### config.mk
export PLATFORM = sky130hd
export DESIGN_NAME = dec_edge_counter
export DESIGN_NICKNAME = d
export VERILOG_FILES = /design/src/dec_pkg.sv /design/src/dec_channel.sv /design/src/dec_debounce.sv /design/src/dec_edge_counter.sv
export SDC_FILE = /design/constraint.sdc
export NUM_CORES = 2
export LEC_CHECK = 0
export BUFFER_PORTS_ARGS = -buffer_cell sky130_fd_sc_hd__clkbuf_2
export CELL_PAD_IN_SITES_DETAIL_PLACEMENT = 2
export CELL_PAD_IN_SITES_GLOBAL_PLACEMENT = 2
export CORE_MARGIN = 5
export CORE_UTILIZATION = 40
export CTS_CLUSTER_DIAMETER = 150
export DETAILED_ROUTE_END_ITERATION = 8
export PLACE_DENSITY = 0.87
export SKIP_CTS_REPAIR_TIMING = 1
export SYNTH_ARGS = -nofsm -noshare
export SYNTH_HDL_FRONTEND = slang
export SYNTH_HIERARCHICAL = 1
export SYNTH_SLANG_ARGS = --single-unit
export TNS_END_PERCENT = 1
### constraint.sdc
create_clock -name clk_sys_i -period 11.5 [get_ports clk_sys_i]
set_clock_uncertainty 0.05 [all_clocks]
set_input_delay 1.725 -clock clk_sys_i [delete_from_list [all_inputs] [get_ports clk_sys_i]]
set_output_delay 1.725 -clock clk_sys_i [all_outputs]
set_load 0.02 [all_outputs]
### src/dec_pkg.sv
package dec_pkg;

  // Channel count of the wide variant; the narrow variant uses 8
  localparam int CH_NUM      = 16;
  localparam int CH_NUM_NARROW = 8;
  localparam int CNT_W       = 32;
  localparam int DEB_CNT_W   = 20;

  // Sampling clock and bounce-reject times per debounce setting
  localparam int  CLK_HZ      = 40_000_000;
  localparam real REJ_SLOW_MS = 20.0;
  localparam real REJ_MID_MS  = 2.0;
  localparam real REJ_FAST_MS = 0.2;
  localparam int  REJ_SLOW_CYC = int'($ceil(REJ_SLOW_MS * real'(CLK_HZ) / 1000.0));
  localparam int  REJ_MID_CYC  = int'($ceil(REJ_MID_MS * real'(CLK_HZ) / 1000.0));
  localparam int  REJ_FAST_CYC = int'($ceil(REJ_FAST_MS * real'(CLK_HZ) / 1000.0));

  // Register byte offsets
  localparam logic [7:0] OFS_CTRL     = 8'h00;
  localparam logic [7:0] OFS_STATE    = 8'h04;
  localparam logic [7:0] OFS_EDGE_POS = 8'h08;
  localparam logic [7:0] OFS_EVT_IE   = 8'h0C;
  localparam logic [7:0] OFS_CNT_IE   = 8'h10;
  localparam logic [7:0] OFS_EVT_STAT = 8'h14;
  localparam logic [7:0] OFS_CNT_STAT = 8'h18;
  localparam logic [7:0] OFS_IRQ_PEND = 8'h1C;
  localparam logic [1:0] WIN_COUNT    = 2'h1;
  localparam logic [1:0] WIN_CLEAR    = 2'h2;

  // Control field layout and reset values
  localparam int         CTRL_DEB_LSB   = 0;
  localparam logic [1:0] CTRL_DEB_RST   = 2'h0;
  localparam logic [CH_NUM-1:0] EDGE_POS_RST = 16'hFFFF;
  localparam logic [CH_NUM-1:0] IE_RST       = 16'h0000;

  typedef enum logic [1:0] {
    DEB_SLOW = 2'b00,
    DEB_MID  = 2'b01,
    DEB_FAST = 2'b10
  } dec_deb_t;

  typedef enum logic {
    BUS_IDLE = 1'b0,
    BUS_ACK  = 1'b1
  } dec_bus_t;

  function automatic logic [31:0] be_expand(input logic [3:0] be);
    logic [31:0] m;
    m = 32'h0000_0000;
    for (int i = 0; i < 4; i++) begin
      m[i*8 +: 8] = {8{be[i]}};
    end
    return m;
  endfunction

endpackage
### src/dec_channel.sv
module dec_channel
  import dec_pkg::*;
(
  input  wire logic             clk_sys_i,
  input  wire logic             rst_i,
  input  wire logic             level_i,
  input  wire logic             pos_sel_i,
  input  wire logic             preset_i,
  input  wire logic [CNT_W-1:0] preset_val_i,
  input  wire logic             clear_i,
  output logic      [CNT_W-1:0] count_o,
  output logic                  evt_o,
  output logic                  ovf_o
);

  logic             prev_r;
  logic [CNT_W-1:0] cnt_r;
  logic             evt_r;
  logic             ovf_r;
  logic             rise;
  logic             fall;
  logic             hit;

  assign rise = level_i & ~prev_r;
  assign fall = ~level_i & prev_r;
  assign hit  = pos_sel_i ? rise : fall;

  always_ff @(posedge clk_sys_i) begin
    if (rst_i) begin
      prev_r <= 1'b0;
    end else begin
      prev_r <= level_i;
    end
  end

  // An edge in the same cycle as preset or clear is kept, not lost
  always_ff @(posedge clk_sys_i) begin
    if (rst_i) begin
      cnt_r <= '0;
    end else if (preset_i) begin
      cnt_r <= preset_val_i + CNT_W'(hit);
    end else if (clear_i) begin
      cnt_r <= CNT_W'(hit);
    end else if (hit) begin
      cnt_r <= cnt_r + CNT_W'(1);
    end
  end

  always_ff @(posedge clk_sys_i) begin
    if (rst_i) begin
      evt_r <= 1'b0;
      ovf_r <= 1'b0;
    end else begin
      evt_r <= hit;
      ovf_r <= hit && !preset_i && !clear_i && (cnt_r == 32'hFFFF_FFFF);
    end
  end

  assign count_o = cnt_r;
  assign evt_o   = evt_r;
  assign ovf_o   = ovf_r;

endmodule

### src/dec_debounce.sv
module dec_debounce
  import dec_pkg::*;
#(
  parameter int N = CH_NUM
) (
  input  wire logic                 clk_sys_i,
  input  wire logic                 rst_i,
  input  wire logic [N-1:0]         raw_i,
  input  wire logic [DEB_CNT_W-1:0] lim_i,
  output logic      [N-1:0]         level_o
);

  // Shared limit: one setting for every channel
  for (genvar g = 0; g < N; g++) begin : g_ch
    logic [DEB_CNT_W-1:0] cnt_r;
    logic                 lvl_r;

    // New level only after it held steady for the whole reject interval
    always_ff @(posedge clk_sys_i) begin
      if (rst_i) begin
        cnt_r <= '0;
        lvl_r <= 1'b0;
      end else if (raw_i[g] != lvl_r) begin
        if (cnt_r >= lim_i - DEB_CNT_W'(1)) begin
          lvl_r <= raw_i[g];
          cnt_r <= '0;
        end else begin
          cnt_r <= cnt_r + DEB_CNT_W'(1);
        end
      end else begin
        // Any bounce back restarts the wait
        cnt_r <= '0;
      end
    end

    assign level_o[g] = lvl_r;
  end

endmodule

### src/dec_edge_counter.sv
// Operation
// - Filter rejects pulses shorter than 20, 2 or 0.2 ms per setting.
// - Pulses between reject time and 50, 5 or 1 ms may be missed.
// - Edges count only when both phases reach the reject time.
// - Interrupt delay is internal response plus debounce response time.
// - Enabled interrupts fire on programmed edges or counter rollover to zero.
// - One signed 32-bit counter per channel, sixteen in the wide variant.
// - Countable frequency is 10, 100 or 500 Hz by setting.
// - Detect rising and falling edges; act on the programmed one.
// - Narrow variant delivers enabled interrupts within 50 ms.
// - Narrow variant has eight counters; phases must last 50 ms.
// - One debounce setting shared by all channels.
// - Counter wraps max to min; counter interrupt only on -1 to 0.
// - Host reads, or reads and clears, one count without touching others.
// - Separate event and counter interrupt enables per channel.
module dec_edge_counter
  import dec_pkg::*;
#(
  parameter int N_CH         = CH_NUM,
  parameter int REJ_SLOW_CYC_P = REJ_SLOW_CYC,
  parameter int REJ_MID_CYC_P  = REJ_MID_CYC,
  parameter int REJ_FAST_CYC_P = REJ_FAST_CYC
) (
  input  wire logic            clk_sys_i,
  input  wire logic            rst_i,
  input  wire logic [N_CH-1:0] din_i,
  input  wire logic [7:0]      avs_address_i,
  input  wire logic            avs_read_i,
  input  wire logic            avs_write_i,
  input  wire logic [31:0]     avs_writedata_i,
  input  wire logic [3:0]      avs_byteenable_i,
  output logic      [31:0]     avs_readdata_o,
  output logic                 avs_waitrequest_o,
  output logic                 irq_o
);

  ////////////////////////////////////////////////////////////////////////////
  // Helpers

  // Address lies in a per-channel window and names an existing channel
  function automatic logic win_hit(input logic [7:0] a, input logic [1:0] win);
    return (a[7:6] == win) && (32'(a[5:2]) < N_CH);
  endfunction

  // Reject limit for a setting; an unused code falls back to the slowest
  function automatic logic [DEB_CNT_W-1:0] deb_lim(input logic [1:0] sel);
    logic [DEB_CNT_W-1:0] l;
    l = DEB_CNT_W'(REJ_SLOW_CYC_P);
    unique case (sel)
      DEB_MID:  l = DEB_CNT_W'(REJ_MID_CYC_P);
      DEB_FAST: l = DEB_CNT_W'(REJ_FAST_CYC_P);
      default:  l = DEB_CNT_W'(REJ_SLOW_CYC_P);
    endcase
    return l;
  endfunction

  ////////////////////////////////////////////////////////////////////////////
  // Declarations

  dec_bus_t               bus_st_r;
  logic                   wait_r;
  logic [31:0]            rdata_r;
  logic [31:0]            rd_nxt;
  logic                   irq_r;
  logic [1:0]             deb_sel_r;
  logic [DEB_CNT_W-1:0]   lim_r;
  logic [N_CH-1:0]        edge_pos_r;
  logic [N_CH-1:0]        evt_ie_r;
  logic [N_CH-1:0]        cnt_ie_r;
  logic [N_CH-1:0]        evt_st_r;
  logic [N_CH-1:0]        cnt_st_r;
  logic [N_CH-1:0]        level;
  logic [N_CH-1:0]        evt_p;
  logic [N_CH-1:0]        ovf_p;
  logic [N_CH-1:0]        preset_v;
  logic [N_CH-1:0]        clear_v;
  logic [N_CH-1:0]        pend;
  logic [CNT_W-1:0]       cnt_w [N_CH];
  logic                   take;
  logic                   wr_take;
  logic                   rd_take;
  logic [3:0]             ch;
  logic [31:0]            wmask;
  logic [31:0]            wdm;
  logic [CNT_W-1:0]       preset_val;

  ////////////////////////////////////////////////////////////////////////////
  // Bus slave: one wait state, answer on the second edge

  assign take    = (avs_read_i || avs_write_i) && (bus_st_r == BUS_IDLE);
  assign wr_take = take && avs_write_i;
  assign rd_take = take && avs_read_i;
  assign ch      = avs_address_i[5:2];
  assign wmask   = be_expand(avs_byteenable_i);
  assign wdm     = avs_writedata_i & wmask;

  always_ff @(posedge clk_sys_i) begin
    if (rst_i) begin
      bus_st_r <= BUS_IDLE;
      wait_r   <= 1'b1;
    end else begin
      unique case (bus_st_r)
        BUS_IDLE: begin
          if (take) begin
            bus_st_r <= BUS_ACK;
            wait_r   <= 1'b0;
          end
        end
        BUS_ACK: begin
          bus_st_r <= BUS_IDLE;
          wait_r   <= 1'b1;
        end
      endcase
    end
  end

  always_comb begin
    rd_nxt = 32'h0000_0000;
    if (win_hit(avs_address_i, WIN_COUNT) || win_hit(avs_address_i, WIN_CLEAR)) begin
      rd_nxt = cnt_w[ch];
    end else begin
      unique case ({avs_address_i[7:2], 2'b00})
        OFS_CTRL:     rd_nxt[CTRL_DEB_LSB +: 2] = deb_sel_r;
        OFS_STATE:    rd_nxt[N_CH-1:0] = level;
        OFS_EDGE_POS: rd_nxt[N_CH-1:0] = edge_pos_r;
        OFS_EVT_IE:   rd_nxt[N_CH-1:0] = evt_ie_r;
        OFS_CNT_IE:   rd_nxt[N_CH-1:0] = cnt_ie_r;
        OFS_EVT_STAT: rd_nxt[N_CH-1:0] = evt_st_r;
        OFS_CNT_STAT: rd_nxt[N_CH-1:0] = cnt_st_r;
        OFS_IRQ_PEND: rd_nxt[N_CH-1:0] = pend;
        default:      rd_nxt = 32'h0000_0000;
      endcase
    end
  end

  // Snapshot taken on the same edge as a read-and-clear, so no count slips
  always_ff @(posedge clk_sys_i) begin
    if (rst_i) begin
      rdata_r <= 32'h0000_0000;
    end else if (rd_take) begin
      rdata_r <= rd_nxt;
    end
  end

  ////////////////////////////////////////////////////////////////////////////
  // Control registers

  always_ff @(posedge clk_sys_i) begin
    if (rst_i) begin
      deb_sel_r <= CTRL_DEB_RST;
    end else if (wr_take && avs_address_i == OFS_CTRL && avs_byteenable_i[0]) begin
      deb_sel_r <= avs_writedata_i[CTRL_DEB_LSB +: 2];
    end
  end

  // Registered so the long compare in the filters stays off the bus path
  always_ff @(posedge clk_sys_i) begin
    if (rst_i) begin
      lim_r <= DEB_CNT_W'(REJ_SLOW_CYC_P);
    end else begin
      lim_r <= deb_lim(deb_sel_r);
    end
  end

  always_ff @(posedge clk_sys_i) begin
    if (rst_i) begin
      edge_pos_r <= EDGE_POS_RST[N_CH-1:0];
    end else if (wr_take && avs_address_i == OFS_EDGE_POS) begin
      edge_pos_r <= (edge_pos_r & ~wmask[N_CH-1:0]) | wdm[N_CH-1:0];
    end
  end

  always_ff @(posedge clk_sys_i) begin
    if (rst_i) begin
      evt_ie_r <= IE_RST[N_CH-1:0];
      cnt_ie_r <= IE_RST[N_CH-1:0];
    end else if (wr_take && avs_address_i == OFS_EVT_IE) begin
      evt_ie_r <= (evt_ie_r & ~wmask[N_CH-1:0]) | wdm[N_CH-1:0];
    end else if (wr_take && avs_address_i == OFS_CNT_IE) begin
      cnt_ie_r <= (cnt_ie_r & ~wmask[N_CH-1:0]) | wdm[N_CH-1:0];
    end
  end

  ////////////////////////////////////////////////////////////////////////////
  // Debounce filters, shared setting

  dec_debounce #(
    .N (N_CH)
  ) u_deb (
    .clk_sys_i (clk_sys_i),
    .rst_i     (rst_i),
    .raw_i     (din_i),
    .lim_i     (lim_r),
    .level_o   (level)
  );

  ////////////////////////////////////////////////////////////////////////////
  // Channel counters

  assign preset_val = (cnt_w[ch] & ~wmask) | wdm;

  for (genvar g = 0; g < N_CH; g++) begin : g_ch
    assign preset_v[g] = wr_take && win_hit(avs_address_i, WIN_COUNT) && (32'(ch) == g);
    assign clear_v[g]  = rd_take && win_hit(avs_address_i, WIN_CLEAR) && (32'(ch) == g);

    dec_channel u_ch (
      .clk_sys_i    (clk_sys_i),
      .rst_i        (rst_i),
      .level_i      (level[g]),
      .pos_sel_i    (edge_pos_r[g]),
      .preset_i     (preset_v[g]),
      .preset_val_i (preset_val),
      .clear_i      (clear_v[g]),
      .count_o      (cnt_w[g]),
      .evt_o        (evt_p[g]),
      .ovf_o        (ovf_p[g])
    );
  end

  ////////////////////////////////////////////////////////////////////////////
  // Interrupt status, write one to clear; a new event wins over the clear

  always_ff @(posedge clk_sys_i) begin
    if (rst_i) begin
      evt_st_r <= '0;
    end else begin
      evt_st_r <= (evt_st_r & ~((wr_take && avs_address_i == OFS_EVT_STAT) ?
                  wdm[N_CH-1:0] : '0)) | evt_p;
    end
  end

  always_ff @(posedge clk_sys_i) begin
    if (rst_i) begin
      cnt_st_r <= '0;
    end else begin
      cnt_st_r <= (cnt_st_r & ~((wr_take && avs_address_i == OFS_CNT_STAT) ?
                  wdm[N_CH-1:0] : '0)) | ovf_p;
    end
  end

  assign pend = (evt_st_r & evt_ie_r) | (cnt_st_r & cnt_ie_r);

  // Delay is reject time plus three cycles, far inside the response budget
  always_ff @(posedge clk_sys_i) begin
    if (rst_i) begin
      irq_r <= 1'b0;
    end else begin
      irq_r <= |pend;
    end
  end

  ////////////////////////////////////////////////////////////////////////////
  // Outputs

  assign avs_readdata_o    = rdata_r;
  assign avs_waitrequest_o = wait_r;
  assign irq_o             = irq_r;

endmodule

==> reports/results.tsv <==
metric	value	unit
Initial Util	0.402	
Final Power	8.76	mW
commonest non-fill, non-tap cells in the layout	dfxtp_1, nor2_1, xor2_1	
vias per cell	7.13	
WHS	391	ps
wire per inst	36.0	um
storage element area	0.0204	mm^2
Crit Path Max Fanout	38	
Max Fclk	0.149	GHz
post-route DRC violation count	0	
height of the die	437	um
GR Overflow Total	0	
Buf/Inv on CP	3	
required time of the worst setup path	12130	ps
# clock sinks	1019	
Final Critical Period	6700	ps
Port Buffers	97	
# rows	156	
Die Width	437	um
cell chosen for the clock root	clkbuf_16	
antenna violation net count after detailed routing	0	
IO Pins	98	
Iteration-0 DRC Markers	9412	
leading cell type in the layout, fill and taps excluded	dfxtp_1	
Largest delay share family, worst path	simple AND/OR/NAND/NOR gates	
critical path, cell by cell	buf_2 > buf_4 > and2_1 > a221oi_1 > o21ai_4 > buf_4 > nand4_1 > nor2_2 > xnor2_1 > a22oi_1 > nor3_1	
# setup viols final	0	
synth warn	6	
peak supply drop	0.114	mV
GP Congestion	1.00	
Detailed Place HPWL	265000	um
Least-Margin Pin Slew	1430	ps
EDFF count, synth	0	
CP Depth	11	
synth top area cells	dfxtp_1, xor2_1, ha_1	
Final Max Slew Viols	0	
Setup TNS	0	ps
unrepaired setup endpoints after global routing	no	
slowest cell delay on critical path	980	ps
cell mode on critical path	buf_4	
share of layout cells above drive strength 1	0.101	
Syn Inst Count	8785	
Yosys top cell area share	0.280	
syn avg cell area	8.29	um^2
die area	0.191	mm^2
drt total wl	406000	um
fin nets	9213	
crit path DAT	7330	ps
status	complete, no violations	
worst skew pair latency	840	ps
Hold Path Stages	2	
fillers	19700	
Cell Pwr Density	109	mW/mm^2
Worst Reg-to-Reg Cells	13	
Post-Syn Area	0.0728	mm^2
gr usage total	0.403	
most used flip-flop cell after synthesis	dfxtp_1	
core area	0.181	mm^2
vias in the first global route	85800	
HP Class	reg2reg	
CP endpoint kind	register	
pin count of the biggest net entering global routing	132	
leakage	28.8	nW
Max-slew headroom	0.0469	
Netlist cell types	89	
Setup CP Type	in2reg	
Final Hold Viols	0	
post-synthesis sequential area ratio	0.280	
Reg clk slew, reported paths	60	ps
deepest clock path buffer count	3	
total CTS buffers	135	
startpoint types	input port	
utilization after layout	0.444	
Async S/R FF share, synth	0	
post-synthesis register bit count	1019	
first-pass GRT wire length	590000	um
Final period util	0.583	
CTS tree	done	
H-Tree Depth	4	
first-pass iteration count of the detailed router	6	
slowest CP cell	o21ai_4	
Synth-to-Final Area Change	10.3	%
antenna violations before repair	48	
DR vias	80300	
Yosys top cell by area	dfxtp_1	
Max Cap Violations	0	
area of the multi-input gates	0.0502	mm^2
## final timing paths
kind                        from                 endpoint  slack (ps)
max             avs_address_i[5]  g_ch[8].u_ch/count_o[8]        4800
min          g_ch[10].u_ch/evt_o             evt_st_r[10]         390
max reg2reg             lim_r[9]  u_deb/g_ch[14].cnt_r[9]        5580
min reg2reg  g_ch[10].u_ch/evt_o             evt_st_r[10]         390
## metrics by stage
step	worst slack [ps]	cell area (um^2)	std cells
floorplan	1530	73000	8821
global placement	4650	75800	11000
detailed placement	4500	75800	11000
CTS	5220	80300	11200
global route	4880	80300	11300
finish	4800	80300	11300
## worst min-delay path: cells and delay by family (launching register included)
kind                   cells  cell delay, ps
AO/OA/AOI/OAI              1              50
buffers and inverters      1              40
flip-flops                 1             300
## per-layer routing
metal	up-vias	part of all wire	track usage
met5	-	0.00028	0
met1	40700	0.37	0.471
met2	5209	0.44	0.624
met3	1777	0.10	0.111
met4	16	0.092	0.316
li1	32600	-	-
## sequential cells by signal, indices dropped and copies added (netlist names), 2 cells and up, named ones only
name and count:
lim_r 6, u_deb/g_ch.lvl_r 16, u_deb/g_ch.cnt_r 320, g_ch.u_ch/prev_r 16, cnt_st_r 16, deb_sel_r 2
g_ch.u_ch/count_o 512, g_ch.u_ch/ovf_o 16, g_ch.u_ch/evt_o 16, avs_readdata_o 32, evt_st_r 16
## cell type report
type                    count  area share
multi-input cells        7177       0.625
well taps                2370      0.0369
repair buffers            215      0.0179
inverters                 224      0.0105
flip-flops and latches   1019       0.254
diodes                     29    0.000903
clock buffers             188      0.0487
clock inverters            47     0.00656
## cells in the mapped netlist (250+ instances only)
cell     count
and3_1     270
nand2_1    667
nand4_1    407
dfxtp_1   1019
xor2_1     709
xnor2_1    304
o21ai_0    250
ha_1       377
nor3_1     340
nor2_1     893
nand3_1    593
a21oi_1    399
## report_power, final
part           internal (mW)  switching [mW]
logic                  0.171           0.557
registers               3.54          0.0193
clock network           2.57            1.90
## logic make-up (layout without fill, tap and decap cells)
kind of cell,Yosys count,after routing,synth area share
buffers and inverters,625,674,0.0392
AO/OA/AOI/OAI,1656,1656,0.157
other,2,67,0.000103
AND/OR/NAND/NOR,3891,3891,0.287
adder cells (fa/ha/maj),377,377,0.0648
XOR/XNOR,1013,1013,0.122
multiplexers,202,202,0.0501
flip-flops,1019,1019,0.280
Power figures use the tool's default switching activity.
